`config.mk`:
```
export PLATFORM = sky130hd
export DESIGN_NAME = pmul_top
export DESIGN_NICKNAME = d
export VERILOG_FILES = /design/src/hw/pmul_pkg.sv /design/src/hw/pmul_sync.sv /design/src/hw/pmul_top.sv
export VERILOG_INCLUDE_DIRS = /design/src /design/src/hw
export SDC_FILE = /design/constraint.sdc
export NUM_CORES = 1
export LEC_CHECK = 0
export ABC_AREA = 1
export BUFFER_PORTS_ARGS = -buffer_cell sky130_fd_sc_hd__clkbuf_2
export CAP_MARGIN = 20
export CORE_ASPECT_RATIO = 2
export CORE_UTILIZATION = 57
export CTS_BUF_LIST = sky130_fd_sc_hd__clkbuf_8
export CTS_CLUSTER_DIAMETER = 50
export DETAILED_ROUTE_END_ITERATION = 6
export PLACE_DENSITY = 0.86
export SYNTH_ARGS = -nofsm -noshare
export SYNTH_HDL_FRONTEND = slang
export SYNTH_SLANG_ARGS = --single-unit
```
`constraint.sdc`:
```
create_clock -name mclk_i -period 10.7 [get_ports mclk_i]
set_clock_uncertainty 0.1 [all_clocks]
set_input_delay 2.14 -clock mclk_i [delete_from_list [all_inputs] [get_ports mclk_i]]
set_output_delay 2.14 -clock mclk_i [all_outputs]
set_load 0.05 [all_outputs]
```
`src/hw/pmul_params.svh`:
```
`ifndef PMUL_PARAMS_SVH
`define PMUL_PARAMS_SVH

// ****************************************************************
// Widths
// ****************************************************************
`define PMUL_W          16
`define PMUL_AW         12
`define PMUL_DW         32

// ****************************************************************
// Register offsets (byte addresses, one word each)
// ****************************************************************
`define PMUL_OFS_STROBE   12'h000
`define PMUL_OFS_PRODUCT  12'h004
`define PMUL_OFS_OPERANDS 12'h008
`define PMUL_OFS_MODES    12'h00C

// ****************************************************************
// Software strobe fields
// ****************************************************************
`define PMUL_STB_X      0
`define PMUL_STB_Y      1
`define PMUL_STB_LOW    2
`define PMUL_STB_HIGH   3
`define PMUL_STB_W      4

// ****************************************************************
// Arithmetic constants
// ****************************************************************
`define PMUL_RND_HI     32'h0000_8000
`define PMUL_RND_LO     32'h0000_4000
`define PMUL_MOST_NEG   16'h8000
`define PMUL_OVF_FRAC   32'h8000_0000

// ****************************************************************
// Bus answers
// ****************************************************************
`define PMUL_RESP_OKAY   2'h0
`define PMUL_RESP_SLVERR 2'h2

`endif

```
`src/hw/pmul_pkg.sv`:
```
`include "pmul_params.svh"

package pmul_pkg;

  // ****************************************************************
  // Pin bundle, one field per device pin input
  // ****************************************************************
  typedef struct packed {
    logic [`PMUL_W-1:0] x_data;
    logic [`PMUL_W-1:0] y_data;
    logic               x_operand_clock;
    logic               y_operand_clock;
    logic               high_product_clock;
    logic               low_product_clock;
    logic               x_sign_mode;
    logic               y_sign_mode;
    logic               round_request;
    logic               format_adjust;
    logic               output_bypass;
    logic               high_half_select_n;
    logic               low_half_port_enable_n;
    logic               product_port_enable_n;
  } pmul_pins_s;

  // ****************************************************************
  // AXI4-Lite carriers
  // ****************************************************************
  typedef struct packed {
    logic [`PMUL_AW-1:0] awaddr;
    logic                awvalid;
    logic [`PMUL_DW-1:0] wdata;
    logic [3:0]          wstrb;
    logic                wvalid;
    logic                bready;
    logic [`PMUL_AW-1:0] araddr;
    logic                arvalid;
    logic                rready;
  } pmul_axil_req_s;

  typedef struct packed {
    logic                awready;
    logic                wready;
    logic [1:0]          bresp;
    logic                bvalid;
    logic                arready;
    logic [`PMUL_DW-1:0] rdata;
    logic [1:0]          rresp;
    logic                rvalid;
  } pmul_axil_rsp_s;

  // ****************************************************************
  // Whole state of the multiplier top
  // ****************************************************************
  typedef struct packed {
    logic [`PMUL_W-1:0]   x_q;
    logic [`PMUL_W-1:0]   y_q;
    logic                 xs_q;
    logic                 ys_q;
    logic                 rnd_q;
    logic [`PMUL_W-1:0]   msp_q;
    logic [`PMUL_W-1:0]   lsp_q;
    logic [3:0]           clk_prev;
    logic [`PMUL_STB_W-1:0] stb;
    logic [`PMUL_W-1:0]   prod_out;
    logic                 prod_oe;
    logic [`PMUL_W-1:0]   y_out;
    logic                 y_oe;
    logic                 aw_got;
    logic                 w_got;
    logic [`PMUL_AW-1:0]  awaddr;
    logic [`PMUL_DW-1:0]  wdata;
    logic                 wstrb0;
    logic                 bvalid;
    logic [1:0]           bresp;
    logic                 rvalid;
    logic [`PMUL_DW-1:0]  rdata;
    logic [1:0]           rresp;
  } pmul_state_s;

endpackage

```
`src/hw/pmul_sync.sv`:
```
`timescale 1ns/1ps

// ****************************************************************
// Three-stage pin synchroniser with agreement filter
// ****************************************************************
module pmul_sync #(
  parameter int unsigned    W       = 1,
  parameter logic [W-1:0]   RST_VAL = '0
) (
  input  wire logic         mclk_i,
  input  wire logic         rst_i,
  input  wire logic [W-1:0] async_i,
  output logic      [W-1:0] stable_o
);

  typedef struct packed {
    logic [W-1:0] s1;
    logic [W-1:0] s2;
    logic [W-1:0] s3;
    logic [W-1:0] stable;
  } pmul_sync_state_s;

  pmul_sync_state_s st;
  pmul_sync_state_s nx;

  // Stage one feeds only stage two; a bit moves once two and three agree
  always_comb begin
    nx        = st;
    nx.s1     = async_i;
    nx.s2     = st.s1;
    nx.s3     = st.s2;
    nx.stable = (st.s3 & ~(st.s2 ^ st.s3)) | (st.stable & (st.s2 ^ st.s3));
  end

  // Reset to the idle pin levels so enables stay off
  always_ff @(posedge mclk_i or posedge rst_i) begin
    if (rst_i) begin
      st <= '{s1: RST_VAL, s2: RST_VAL, s3: RST_VAL, stable: RST_VAL};
    end else begin
      st <= nx;
    end
  end

  assign stable_o = st.stable;

endmodule

```
`src/hw/pmul_top.sv`:
```
`timescale 1ns/1ps
`include "pmul_params.svh"

module pmul_top (
  input  wire logic                    mclk_i,
  input  wire logic                    rst_i,
  input  wire logic [`PMUL_W-1:0]      x_data_i,
  input  wire logic [`PMUL_W-1:0]      y_data_i,
  output logic      [`PMUL_W-1:0]      y_data_o,
  output logic                         y_data_oe_o,
  output logic      [`PMUL_W-1:0]      product_o,
  output logic                         product_oe_o,
  input  wire logic                    x_operand_clock_i,
  input  wire logic                    y_operand_clock_i,
  input  wire logic                    high_product_clock_i,
  input  wire logic                    low_product_clock_i,
  input  wire logic                    x_sign_mode_i,
  input  wire logic                    y_sign_mode_i,
  input  wire logic                    round_request_i,
  input  wire logic                    format_adjust_i,
  input  wire logic                    output_bypass_i,
  input  wire logic                    high_half_select_n_i,
  input  wire logic                    low_half_port_enable_n_i,
  input  wire logic                    product_port_enable_n_i,
  input  wire pmul_pkg::pmul_axil_req_s axi_req_i,
  output pmul_pkg::pmul_axil_rsp_s      axi_rsp_o
);

  localparam int unsigned PW = $bits(pmul_pkg::pmul_pins_s);

  // ****************************************************************
  // Pin capture
  // ****************************************************************
  // Idle levels: enables released so nothing is driven out of reset
  localparam pmul_pkg::pmul_pins_s PIN_IDLE = '{
    x_data: '0, y_data: '0,
    x_operand_clock: 1'b0, y_operand_clock: 1'b0,
    high_product_clock: 1'b0, low_product_clock: 1'b0,
    x_sign_mode: 1'b0, y_sign_mode: 1'b0, round_request: 1'b0,
    format_adjust: 1'b1, output_bypass: 1'b0,
    high_half_select_n: 1'b0, low_half_port_enable_n: 1'b1,
    product_port_enable_n: 1'b1
  };

  pmul_pkg::pmul_pins_s pin_raw;
  pmul_pkg::pmul_pins_s pin;
  logic [PW-1:0]        pin_stable;

  // Data and clocks share one path so data keeps its place next to its edge
  always_comb begin
    pin_raw                        = PIN_IDLE;
    pin_raw.x_data                 = x_data_i;
    pin_raw.y_data                 = y_data_i;
    pin_raw.x_operand_clock        = x_operand_clock_i;
    pin_raw.y_operand_clock        = y_operand_clock_i;
    pin_raw.high_product_clock     = high_product_clock_i;
    pin_raw.low_product_clock      = low_product_clock_i;
    pin_raw.x_sign_mode            = x_sign_mode_i;
    pin_raw.y_sign_mode            = y_sign_mode_i;
    pin_raw.round_request          = round_request_i;
    pin_raw.format_adjust          = format_adjust_i;
    pin_raw.output_bypass          = output_bypass_i;
    pin_raw.high_half_select_n     = high_half_select_n_i;
    pin_raw.low_half_port_enable_n = low_half_port_enable_n_i;
    pin_raw.product_port_enable_n  = product_port_enable_n_i;
  end

  pmul_sync #(
    .W       (PW),
    .RST_VAL (PIN_IDLE)
  ) u_sync (
    .mclk_i   (mclk_i),
    .rst_i    (rst_i),
    .async_i  (pin_raw),
    .stable_o (pin_stable)
  );

  assign pin = pmul_pkg::pmul_pins_s'(pin_stable);

  // ****************************************************************
  // State and derived terms
  // ****************************************************************
  pmul_pkg::pmul_state_s st;
  pmul_pkg::pmul_state_s nx;

  logic [3:0]             clk_now;
  logic [3:0]             clk_rise;
  logic                   x_load;
  logic                   y_load;
  logic                   low_load;
  logic                   high_load;
  logic signed [`PMUL_W:0]   x_ext;
  logic signed [`PMUL_W:0]   y_ext;
  logic signed [2*`PMUL_W+1:0] full;
  logic [2*`PMUL_W-1:0]   raw;
  logic [2*`PMUL_W-1:0]   rnd_inc;
  logic [2*`PMUL_W-1:0]   rounded;
  logic [2*`PMUL_W-1:0]   fmt;
  logic [`PMUL_W-1:0]     msp_view;
  logic [`PMUL_W-1:0]     lsp_view;

  // Order: x, y, low, high
  assign clk_now = {pin.high_product_clock, pin.low_product_clock,
                    pin.y_operand_clock, pin.x_operand_clock};
  assign clk_rise = clk_now & ~st.clk_prev;

  // Pin edges and software strobes both count as clock events
  assign x_load    = clk_rise[`PMUL_STB_X] | st.stb[`PMUL_STB_X];
  assign y_load    = clk_rise[`PMUL_STB_Y] | st.stb[`PMUL_STB_Y];
  assign low_load  = clk_rise[`PMUL_STB_LOW] | st.stb[`PMUL_STB_LOW];
  assign high_load = clk_rise[`PMUL_STB_HIGH] | st.stb[`PMUL_STB_HIGH];

  // ****************************************************************
  // Multiplier array
  // ****************************************************************
  // A sign bit extends only a two's complement operand; mixed falls out
  assign x_ext = $signed({st.xs_q & st.x_q[`PMUL_W-1], st.x_q});
  assign y_ext = $signed({st.ys_q & st.y_q[`PMUL_W-1], st.y_q});
  assign full  = x_ext * y_ext;
  assign raw   = full[2*`PMUL_W-1:0];

  // Rounding only ever adds, so a bias toward plus is accepted
  assign rnd_inc = !st.rnd_q ? '0 :
                   (pin.format_adjust ? `PMUL_RND_HI : `PMUL_RND_LO);
  assign rounded = raw + rnd_inc;

  // Shifted format drops the redundant sign and repeats it in the low half;
  // the most negative square is not trapped and reads back as minus one
  assign fmt = pin.format_adjust ? rounded :
               {rounded[2*`PMUL_W-2:`PMUL_W-1], rounded[2*`PMUL_W-1],
                rounded[`PMUL_W-2:0]};

  // Bypass shows the live product instead of the held halves
  assign msp_view = pin.output_bypass ? fmt[2*`PMUL_W-1:`PMUL_W] : st.msp_q;
  assign lsp_view = pin.output_bypass ? fmt[`PMUL_W-1:0] : st.lsp_q;

  // ****************************************************************
  // Next-state logic
  // ****************************************************************
  logic                 aw_hs;
  logic                 w_hs;
  logic                 aw_now;
  logic                 w_now;
  logic [`PMUL_AW-1:0]  wr_addr;
  logic [`PMUL_AW-1:0]  wr_word;
  logic [`PMUL_AW-1:0]  rd_word;

  assign aw_hs   = axi_req_i.awvalid & axi_rsp_o.awready;
  assign w_hs    = axi_req_i.wvalid & axi_rsp_o.wready;
  assign aw_now  = st.aw_got | aw_hs;
  assign w_now   = st.w_got | w_hs;
  assign wr_addr = st.aw_got ? st.awaddr : axi_req_i.awaddr;
  assign wr_word = {wr_addr[`PMUL_AW-1:2], 2'b00};
  assign rd_word = {axi_req_i.araddr[`PMUL_AW-1:2], 2'b00};

  always_comb begin
    nx          = st;
    nx.clk_prev = clk_now;
    nx.stb      = '0;

    // Operand, sign mode and round registers follow their operand clocks
    if (x_load) begin
      nx.x_q  = pin.x_data;
      nx.xs_q = pin.x_sign_mode;
    end
    if (y_load) begin
      nx.y_q  = pin.y_data;
      nx.ys_q = pin.y_sign_mode;
    end
    if (x_load || y_load) begin
      nx.rnd_q = pin.round_request;
    end

    // Output halves each on their own product clock
    if (low_load) begin
      nx.lsp_q = fmt[`PMUL_W-1:0];
    end
    if (high_load) begin
      nx.msp_q = fmt[2*`PMUL_W-1:`PMUL_W];
    end

    // Output pins registered so the pads see no glitching mux
    nx.prod_out = pin.high_half_select_n ? lsp_view : msp_view;
    nx.prod_oe  = !pin.product_port_enable_n;
    nx.y_out    = lsp_view;
    nx.y_oe     = !pin.low_half_port_enable_n;

    // Write channel: address and data taken in either order
    if (aw_hs) begin
      nx.aw_got = 1'b1;
      nx.awaddr = axi_req_i.awaddr;
    end
    if (w_hs) begin
      nx.w_got  = 1'b1;
      nx.wdata  = axi_req_i.wdata;
      nx.wstrb0 = axi_req_i.wstrb[0];
    end
    if (aw_now && w_now && !st.bvalid) begin
      nx.aw_got = 1'b0;
      nx.w_got  = 1'b0;
      nx.bvalid = 1'b1;
      nx.bresp  = `PMUL_RESP_OKAY;
      if (wr_word == `PMUL_OFS_STROBE) begin
        if (st.w_got ? st.wstrb0 : axi_req_i.wstrb[0]) begin
          nx.stb = st.w_got ? st.wdata[`PMUL_STB_W-1:0]
                            : axi_req_i.wdata[`PMUL_STB_W-1:0];
        end
      end else if (wr_word != `PMUL_OFS_PRODUCT && wr_word != `PMUL_OFS_OPERANDS &&
                   wr_word != `PMUL_OFS_MODES) begin
        nx.bresp = `PMUL_RESP_SLVERR;
      end
    end else if (st.bvalid && axi_req_i.bready) begin
      nx.bvalid = 1'b0;
    end

    // Read channel: one read at a time, data held until taken
    if (!st.rvalid && axi_req_i.arvalid) begin
      nx.rvalid = 1'b1;
      nx.rresp  = `PMUL_RESP_OKAY;
      case (rd_word)
        `PMUL_OFS_STROBE:   nx.rdata = '0;
        `PMUL_OFS_PRODUCT:  nx.rdata = {msp_view, lsp_view};
        `PMUL_OFS_OPERANDS: nx.rdata = {st.y_q, st.x_q};
        `PMUL_OFS_MODES: begin
          nx.rdata = '0;
          nx.rdata[4:0] = {pin.output_bypass, pin.format_adjust, st.rnd_q,
                           st.ys_q, st.xs_q};
        end
        default: begin
          nx.rdata = '0;
          nx.rresp = `PMUL_RESP_SLVERR;
        end
      endcase
    end else if (st.rvalid && axi_req_i.rready) begin
      nx.rvalid = 1'b0;
    end
  end

  // ****************************************************************
  // State register
  // ****************************************************************
  // Everything clears; the enables come up released
  always_ff @(posedge mclk_i or posedge rst_i) begin
    if (rst_i) begin
      st <= '0;
    end else begin
      st <= nx;
    end
  end

  // ****************************************************************
  // Outputs
  // ****************************************************************
  assign product_o    = st.prod_out;
  assign product_oe_o = st.prod_oe;
  assign y_data_o     = st.y_out;
  assign y_data_oe_o  = st.y_oe;

  // Ready terms combinational so a channel can move on its first cycle
  always_comb begin
    axi_rsp_o         = '0;
    axi_rsp_o.awready = !st.aw_got && !st.bvalid;
    axi_rsp_o.wready  = !st.w_got && !st.bvalid;
    axi_rsp_o.bvalid  = st.bvalid;
    axi_rsp_o.bresp   = st.bresp;
    axi_rsp_o.arready = !st.rvalid;
    axi_rsp_o.rvalid  = st.rvalid;
    axi_rsp_o.rdata   = st.rdata;
    axi_rsp_o.rresp   = st.rresp;
  end
endmodule

```
==> results of run 1 <==
[cell type report]
| type | instances | area (um2) | area share, % |
|---|---|---|---|
| multi-input cells | 1532 | 12300 | 48.7 |
| flip-flops and latches | 338 | 8470 | 33.6 |
| inverters | 564 | 2120 | 8.42 |
| repair buffers | 162 | 858 | 3.41 |
| well taps | 535 | 669 | 2.66 |
| clock buffers | 45 | 619 | 2.46 |
| clock inverters | 20 | 188 | 0.745 |
| diodes | 1 | 2.50 | 0.00994 |
[worst reg2reg max path, delay by kind of cell, from the launching register on]
kind	cells	cell delay, ns
and+or+nand+nor	15	2.23
buffers and inverters	3	0.72
adders and majority gates	7	3.76
DFF	1	0.92
[synthesized netlist by cell type, types with 6 or more instances]
master and number:
clkbuf_1 78, ha_1 80, maj3_1 44, o21ai_0 83
buf_2 8, nand4_1 6, mux2_2 12, xnor2_1 7
o21ai_1 8, buf_1 9, nor2_1 95, fa_1 284
nand2_2 8, a21oi_1 43, dfstp_2 12, nand3_1 106
or2_2 20, nand2_1 643, nand3_2 11, dfrtp_1 326
o22ai_1 8, a31oi_1 15, inv_1 558, nor3_1 7
buf_4 76
[cells by family after synthesis]
family                   Yosys count  synth area share, %
AND/OR/NAND/NOR                  915                 16.2
adder cells (fa/ha/maj)          408                 30.0
AO/OA/AOI/OAI                    183                 4.35
other                              1               0.0158
buffers and inverters            736                 12.9
XOR/XNOR                          12                0.442
multiplexers                      12                0.568
flip-flops                       338                 35.6
[per-layer routing]
metal / wire length, um / track usage [%] / up-vias
met4: 6710 / 29.8 / 2
met2: 32600 / 55.5 / 928
li1: - / - / 7725
met1: 19700 / 31.0 / 8772
met5: 13 / 0 / -
met3: 3730 / 4.26 / 377
[final timing paths]
path,start,to,depth (start not counted)
setup / recovery,st[167]$_DFFE_PP0P_,axi_rsp_o[33]$_DFFE_PP0P_,25
hold / removal,u_sync.nx[110]$_DFF_PP0_,u_sync.nx[66]$_DFF_PP0_,0
setup reg to reg,st[167]$_DFFE_PP0P_,axi_rsp_o[33]$_DFFE_PP0P_,25
hold reg to reg,u_sync.nx[110]$_DFF_PP0_,u_sync.nx[66]$_DFF_PP0_,0
max in group asynchronous,rst_i,y_data_o[12]$_DFF_PP0_,4
min in group asynchronous,rst_i,st[160]$_DFFE_PP0P_,3
[per-stage QoR]
step	cell area, um2	hold WS, ns
3_3_place_gp	24400	0.231
2_1_floorplan	23800	0.231
4_1_cts	25200	0.245
6_report	25200	0.243
3_5_place_dp	24400	0.235
5_1_grt	25200	0.251
==> impl_metrics.tcl, run 1 <==
set metrics [dict create \
    status "completed" \
    syn_to_final_growth_pct 5.89 \
    start_util_pct 57.8 \
    io_pins 186 \
    drive_gt1_share_pct 11.4 \
    dpl_worst_slack_ns 3.12 \
    slew_violations 0 \
    vias 17800 \
    num-nets-final 3113 \
    gr-total-overflow 0 \
    ant_nets 0 \
    routabilityCongestion 0.942 \
    hold_viol 0 \
    ys_ff_latch 338 \
    crit_path_top_delay_cell "dfrtp_1" \
    antenna_found_initial 2 \
    worst_slack_ns 2.94 \
    wl_per_cell_um 19.6 \
    crit_buf_inv 3 \
    cts_resized 0 \
    final_cell_mix "nand2_1 (643), inv_1 (562), dfrtp_1 (326)" \
    cpPeakStageDelay_ns 0.92 \
    layout_commonest_cell "nand2_1" \
    nFillCells 3144 \
    crit_fanout 17 \
    track_usage_pct 31.3 \
    synth_top_cell_by_area "dfrtp_1" \
    die_h_um 291 \
    synth_top_area_share_pct 34.3 \
    post_cts_buffers 0 \
    startpoint_type "register" \
    first_pass_iters 5 \
    period_needed_ns 7.76 \
    dieArea_um2 42600 \
    yosysSeqAreaShare_pct 35.6 \
    fin_crit_sh_pct 72.5 \
    syn_area_um2 23800 \
    maxSlewHeadroom_pct 24.9 \
    crit_arrival_ns 8.18 \
    synth_area_per_cell_um2 9.13 \
    wl_um 62800 \
    hp-class "reg2reg" \
    synthCells 2605 \
    portBuffers 148 \
    utilization_pct 61.2 \
    die_w_um 146 \
    cap_violations 0 \
    drc 0 \
    clock_latency_ns 0.58 \
    tightest_slew_ns 1.13 \
    async_flop_share_pct 100 \
    viasPerCell 5.57 \
    first_global_vias 19800 \
    rsz0062_at_grt "false" \
    setup_viol 0 \
    cp-end-kind "register" \
    fin_tns_setup_ns 0 \
    clockBufferDepth 3 \
    htreeDepth 2 \
    cts_tree "yes" \
    cp_common_cell "nand2_1" \
    grt_start_max_net_pins 195 \
    dp.cells 3131 \
    path_class "reg2reg" \
    clk_pin_slew_worst_paths_ns 0.08 \
    dpl.hpwl_um 48100 \
    critPathRequiredTime_ns 11.12 \
    r2r_slack_ns 2.94 \
    cp_top_family "adder cells" \
    core_area_um2 41100 \
    clock-root-buffer "clkbuf_8" \
    layout.cells.non_filler 3197 \
    rows 105 \
    ys_types 53 \
    cts_hold_buf 0 \
    cts.sinks 338 \
    ys.flop_type "dfrtp_1" \
    grt_pass1_wl_um 101000 \
    synth_edf_count 0 \
    synth_area_leaders "dfrtp_1 (34%), fa_1 (24%), nand2_1 (10%)" \
    yosys_warnings 0 \
    drtIter0Drc 1228 \
    cts_made_buffers 40 \
    fmax_mhz 129 \
]
Power of run 1 is left out: the tool's default activity adds up to more than one toggle a clock period on the data nets, which glitch-free logic cannot reach.
==> run 2, diff against run 1 <==
--- a/config.mk
+++ b/config.mk
@@ -14,7 +14,7 @@
 export CTS_BUF_LIST = sky130_fd_sc_hd__clkbuf_8
 export CTS_CLUSTER_DIAMETER = 50
 export DETAILED_ROUTE_END_ITERATION = 6
-export PLACE_DENSITY = 0.86
+export PLACE_DENSITY = 0.83
 export SYNTH_ARGS = -nofsm -noshare
 export SYNTH_HDL_FRONTEND = slang
 export SYNTH_SLANG_ARGS = --single-unit
==> constraint.sdc (replaced) <==
create_clock -name mclk_i -period 7.9 [get_ports mclk_i]
set_clock_uncertainty 0.1 [all_clocks]
set_input_delay 1.58 -clock mclk_i [delete_from_list [all_inputs] [get_ports mclk_i]]
set_output_delay 1.58 -clock mclk_i [all_outputs]
set_load 0.05 [all_outputs]
==> run 2 against run 1 <==
Compared with the run above:
- non-clock buffer count up 21
- count of clock-buffer cells in the layout grew 8
- final cell count is 0.94% higher
- critical path depth fell by 3
- flip-flop and latch count unchanged
- global-route usage rose by 0.19 points
- die area is the same
- worst hold slack gained 0.0039 ns
- worst setup slack lost 2.3 ns
- wire length increased by 1.1%
- critical endpoint is now product_o[11]$_DFF_PP0_
- largest cell class unchanged
==> impl_metrics.tcl, run 2 (synthesis gave the netlist of run 1 again) <==
set metrics [dict create \
    status "completed" \
    worst_slack_ns 0.687 \
    cts_hold_buf 0 \
    first_pass_iters 7 \
    layout_commonest_cell "nand2_1" \
    slew_violations 0 \
    hp-class "reg2reg" \
    critPathRequiredTime_ns 8.15 \
    clk_pin_slew_worst_paths_ns 0.09 \
    wl_um 63400 \
    gr-total-overflow 0 \
    grt_start_max_net_pins 166 \
    cap_violations 0 \
    setup_viol 0 \
    dieArea_um2 42600 \
    hold_viol 0 \
    htreeDepth 2 \
    cts_made_buffers 41 \
    period_needed_ns 7.21 \
    die_h_um 291 \
    core_area_um2 41100 \
    rsz0062_at_grt "false" \
    drtIter0Drc 1092 \
    portBuffers 148 \
    crit_fanout 18 \
    clock_latency_ns 0.57 \
    dpl_worst_slack_ns 0.868 \
    ant_nets 0 \
    track_usage_pct 31.5 \
    viasPerCell 5.52 \
    post_cts_buffers 0 \
    drive_gt1_share_pct 12.3 \
    cp-end-kind "register" \
    num-nets-final 3135 \
    crit_arrival_ns 7.47 \
    dpl.hpwl_um 49100 \
    grt_pass1_wl_um 102000 \
    routabilityCongestion 0.944 \
    startpoint_type "register" \
    fin_tns_setup_ns 0 \
    start_util_pct 57.8 \
    die_w_um 146 \
    cts.sinks 338 \
    syn_to_final_growth_pct 6.89 \
    fmax_mhz 139 \
    antenna_found_initial 1 \
    maxSlewHeadroom_pct 21.5 \
    fin_crit_sh_pct 91.3 \
    final_cell_mix "nand2_1 (643), inv_1 (564), dfrtp_1 (326)" \
    io_pins 186 \
    clockBufferDepth 3 \
    tightest_slew_ns 1.18 \
    path_class "reg2reg" \
    cts_tree "yes" \
    cts_resized 0 \
    wl_per_cell_um 19.7 \
    clock-root-buffer "clkbuf_8" \
    vias 17800 \
    rows 105 \
    drc 0 \
    first_global_vias 19800 \
]
## run 2: changes by cell type in the layout (fill, tap and decap cells not counted)
cell and change:
clkbuf_8 +8, inv_8 -1, clkinv_2 +1, clkinvlp_4 +1, clkinv_4 -1, inv_1 +2
bufinv_16 -1, buf_4 +21
## run 2: cell type report
cell class | count | area, um2
Antenna cell | 1 | 2.50
Sequential cell | 338 | 8470
Fill cell | 3215 | 15700
Inverter | 564 | 2120
Multi-Input combinational cell | 1532 | 12300
Clock inverter | 21 | 158
Clock buffer | 53 | 729
Timing Repair Buffer | 183 | 1020
Tap cell | 535 | 669
## run 2: layer usage
| metal | track usage (%) | part of all wire (%) |
|---|---|---|
| met3 | 4.42 | 6.2 |
| met2 | 55.7 | 52 |
| met4 | 29.5 | 11 |
| met1 | 31.5 | 31 |
| met5 | 0 | 0 |
## run 2: path summary, 6_finish.rpt
| kind | to | start | slack, ns | cells after the start |
|---|---|---|---|---|
| min in group asynchronous | async pin | rst_i | 0.90 | 2 |
| worst min-delay path | u_sync.nx[51]$_DFF_PP0_ | u_sync.nx[95]$_DFF_PP0_ | 0.25 | 0 |
| max in group asynchronous | u_sync.nx[88]$_DFF_PP1_ | rst_i | 5.04 | 4 |
| worst min register to register | u_sync.nx[51]$_DFF_PP0_ | u_sync.nx[95]$_DFF_PP0_ | 0.25 | 0 |
| worst max-delay path | product_o[11]$_DFF_PP0_ | st[169]$_DFFE_PP0P_ | 0.69 | 22 |
| worst max register to register | product_o[11]$_DFF_PP0_ | st[169]$_DFFE_PP0P_ | 0.69 | 22 |
## run 2: worst max-delay path: stages, from the launching register on
cell,delay [ns]
dfrtp_1,1.08
nand2_1,0.12
inv_1,0.14
nand2_1,0.08
fa_1,0.47
fa_1,0.80
inv_1,0.17
fa_1,0.50
fa_1,0.58
fa_1,0.43
fa_1,0.46
ha_1,0.42
nand2_1,0.12
nor2_1,0.15
inv_1,0.08
nor3_1,0.25
o21ai_0,0.20
nand3_1,0.12
nand2_1,0.07
nand3_1,0.14
nand3_1,0.13
nand3_1,0.17
o21ai_0,0.21
## run 2: metrics by stage
step,std cells,cell area [um2],hold slack (ns),utilization (%)
3_3_place_gp,3152,24500,0.232,59.7
2_1_floorplan,2606,23800,0.231,-
3_5_place_dp,3152,24500,0.235,59.7
6_report,3227,25400,0.247,61.8
5_1_grt,3227,25400,0.253,61.8
4_1_cts,3226,25400,0.251,61.8
Power of run 2 is left out for the same reason.
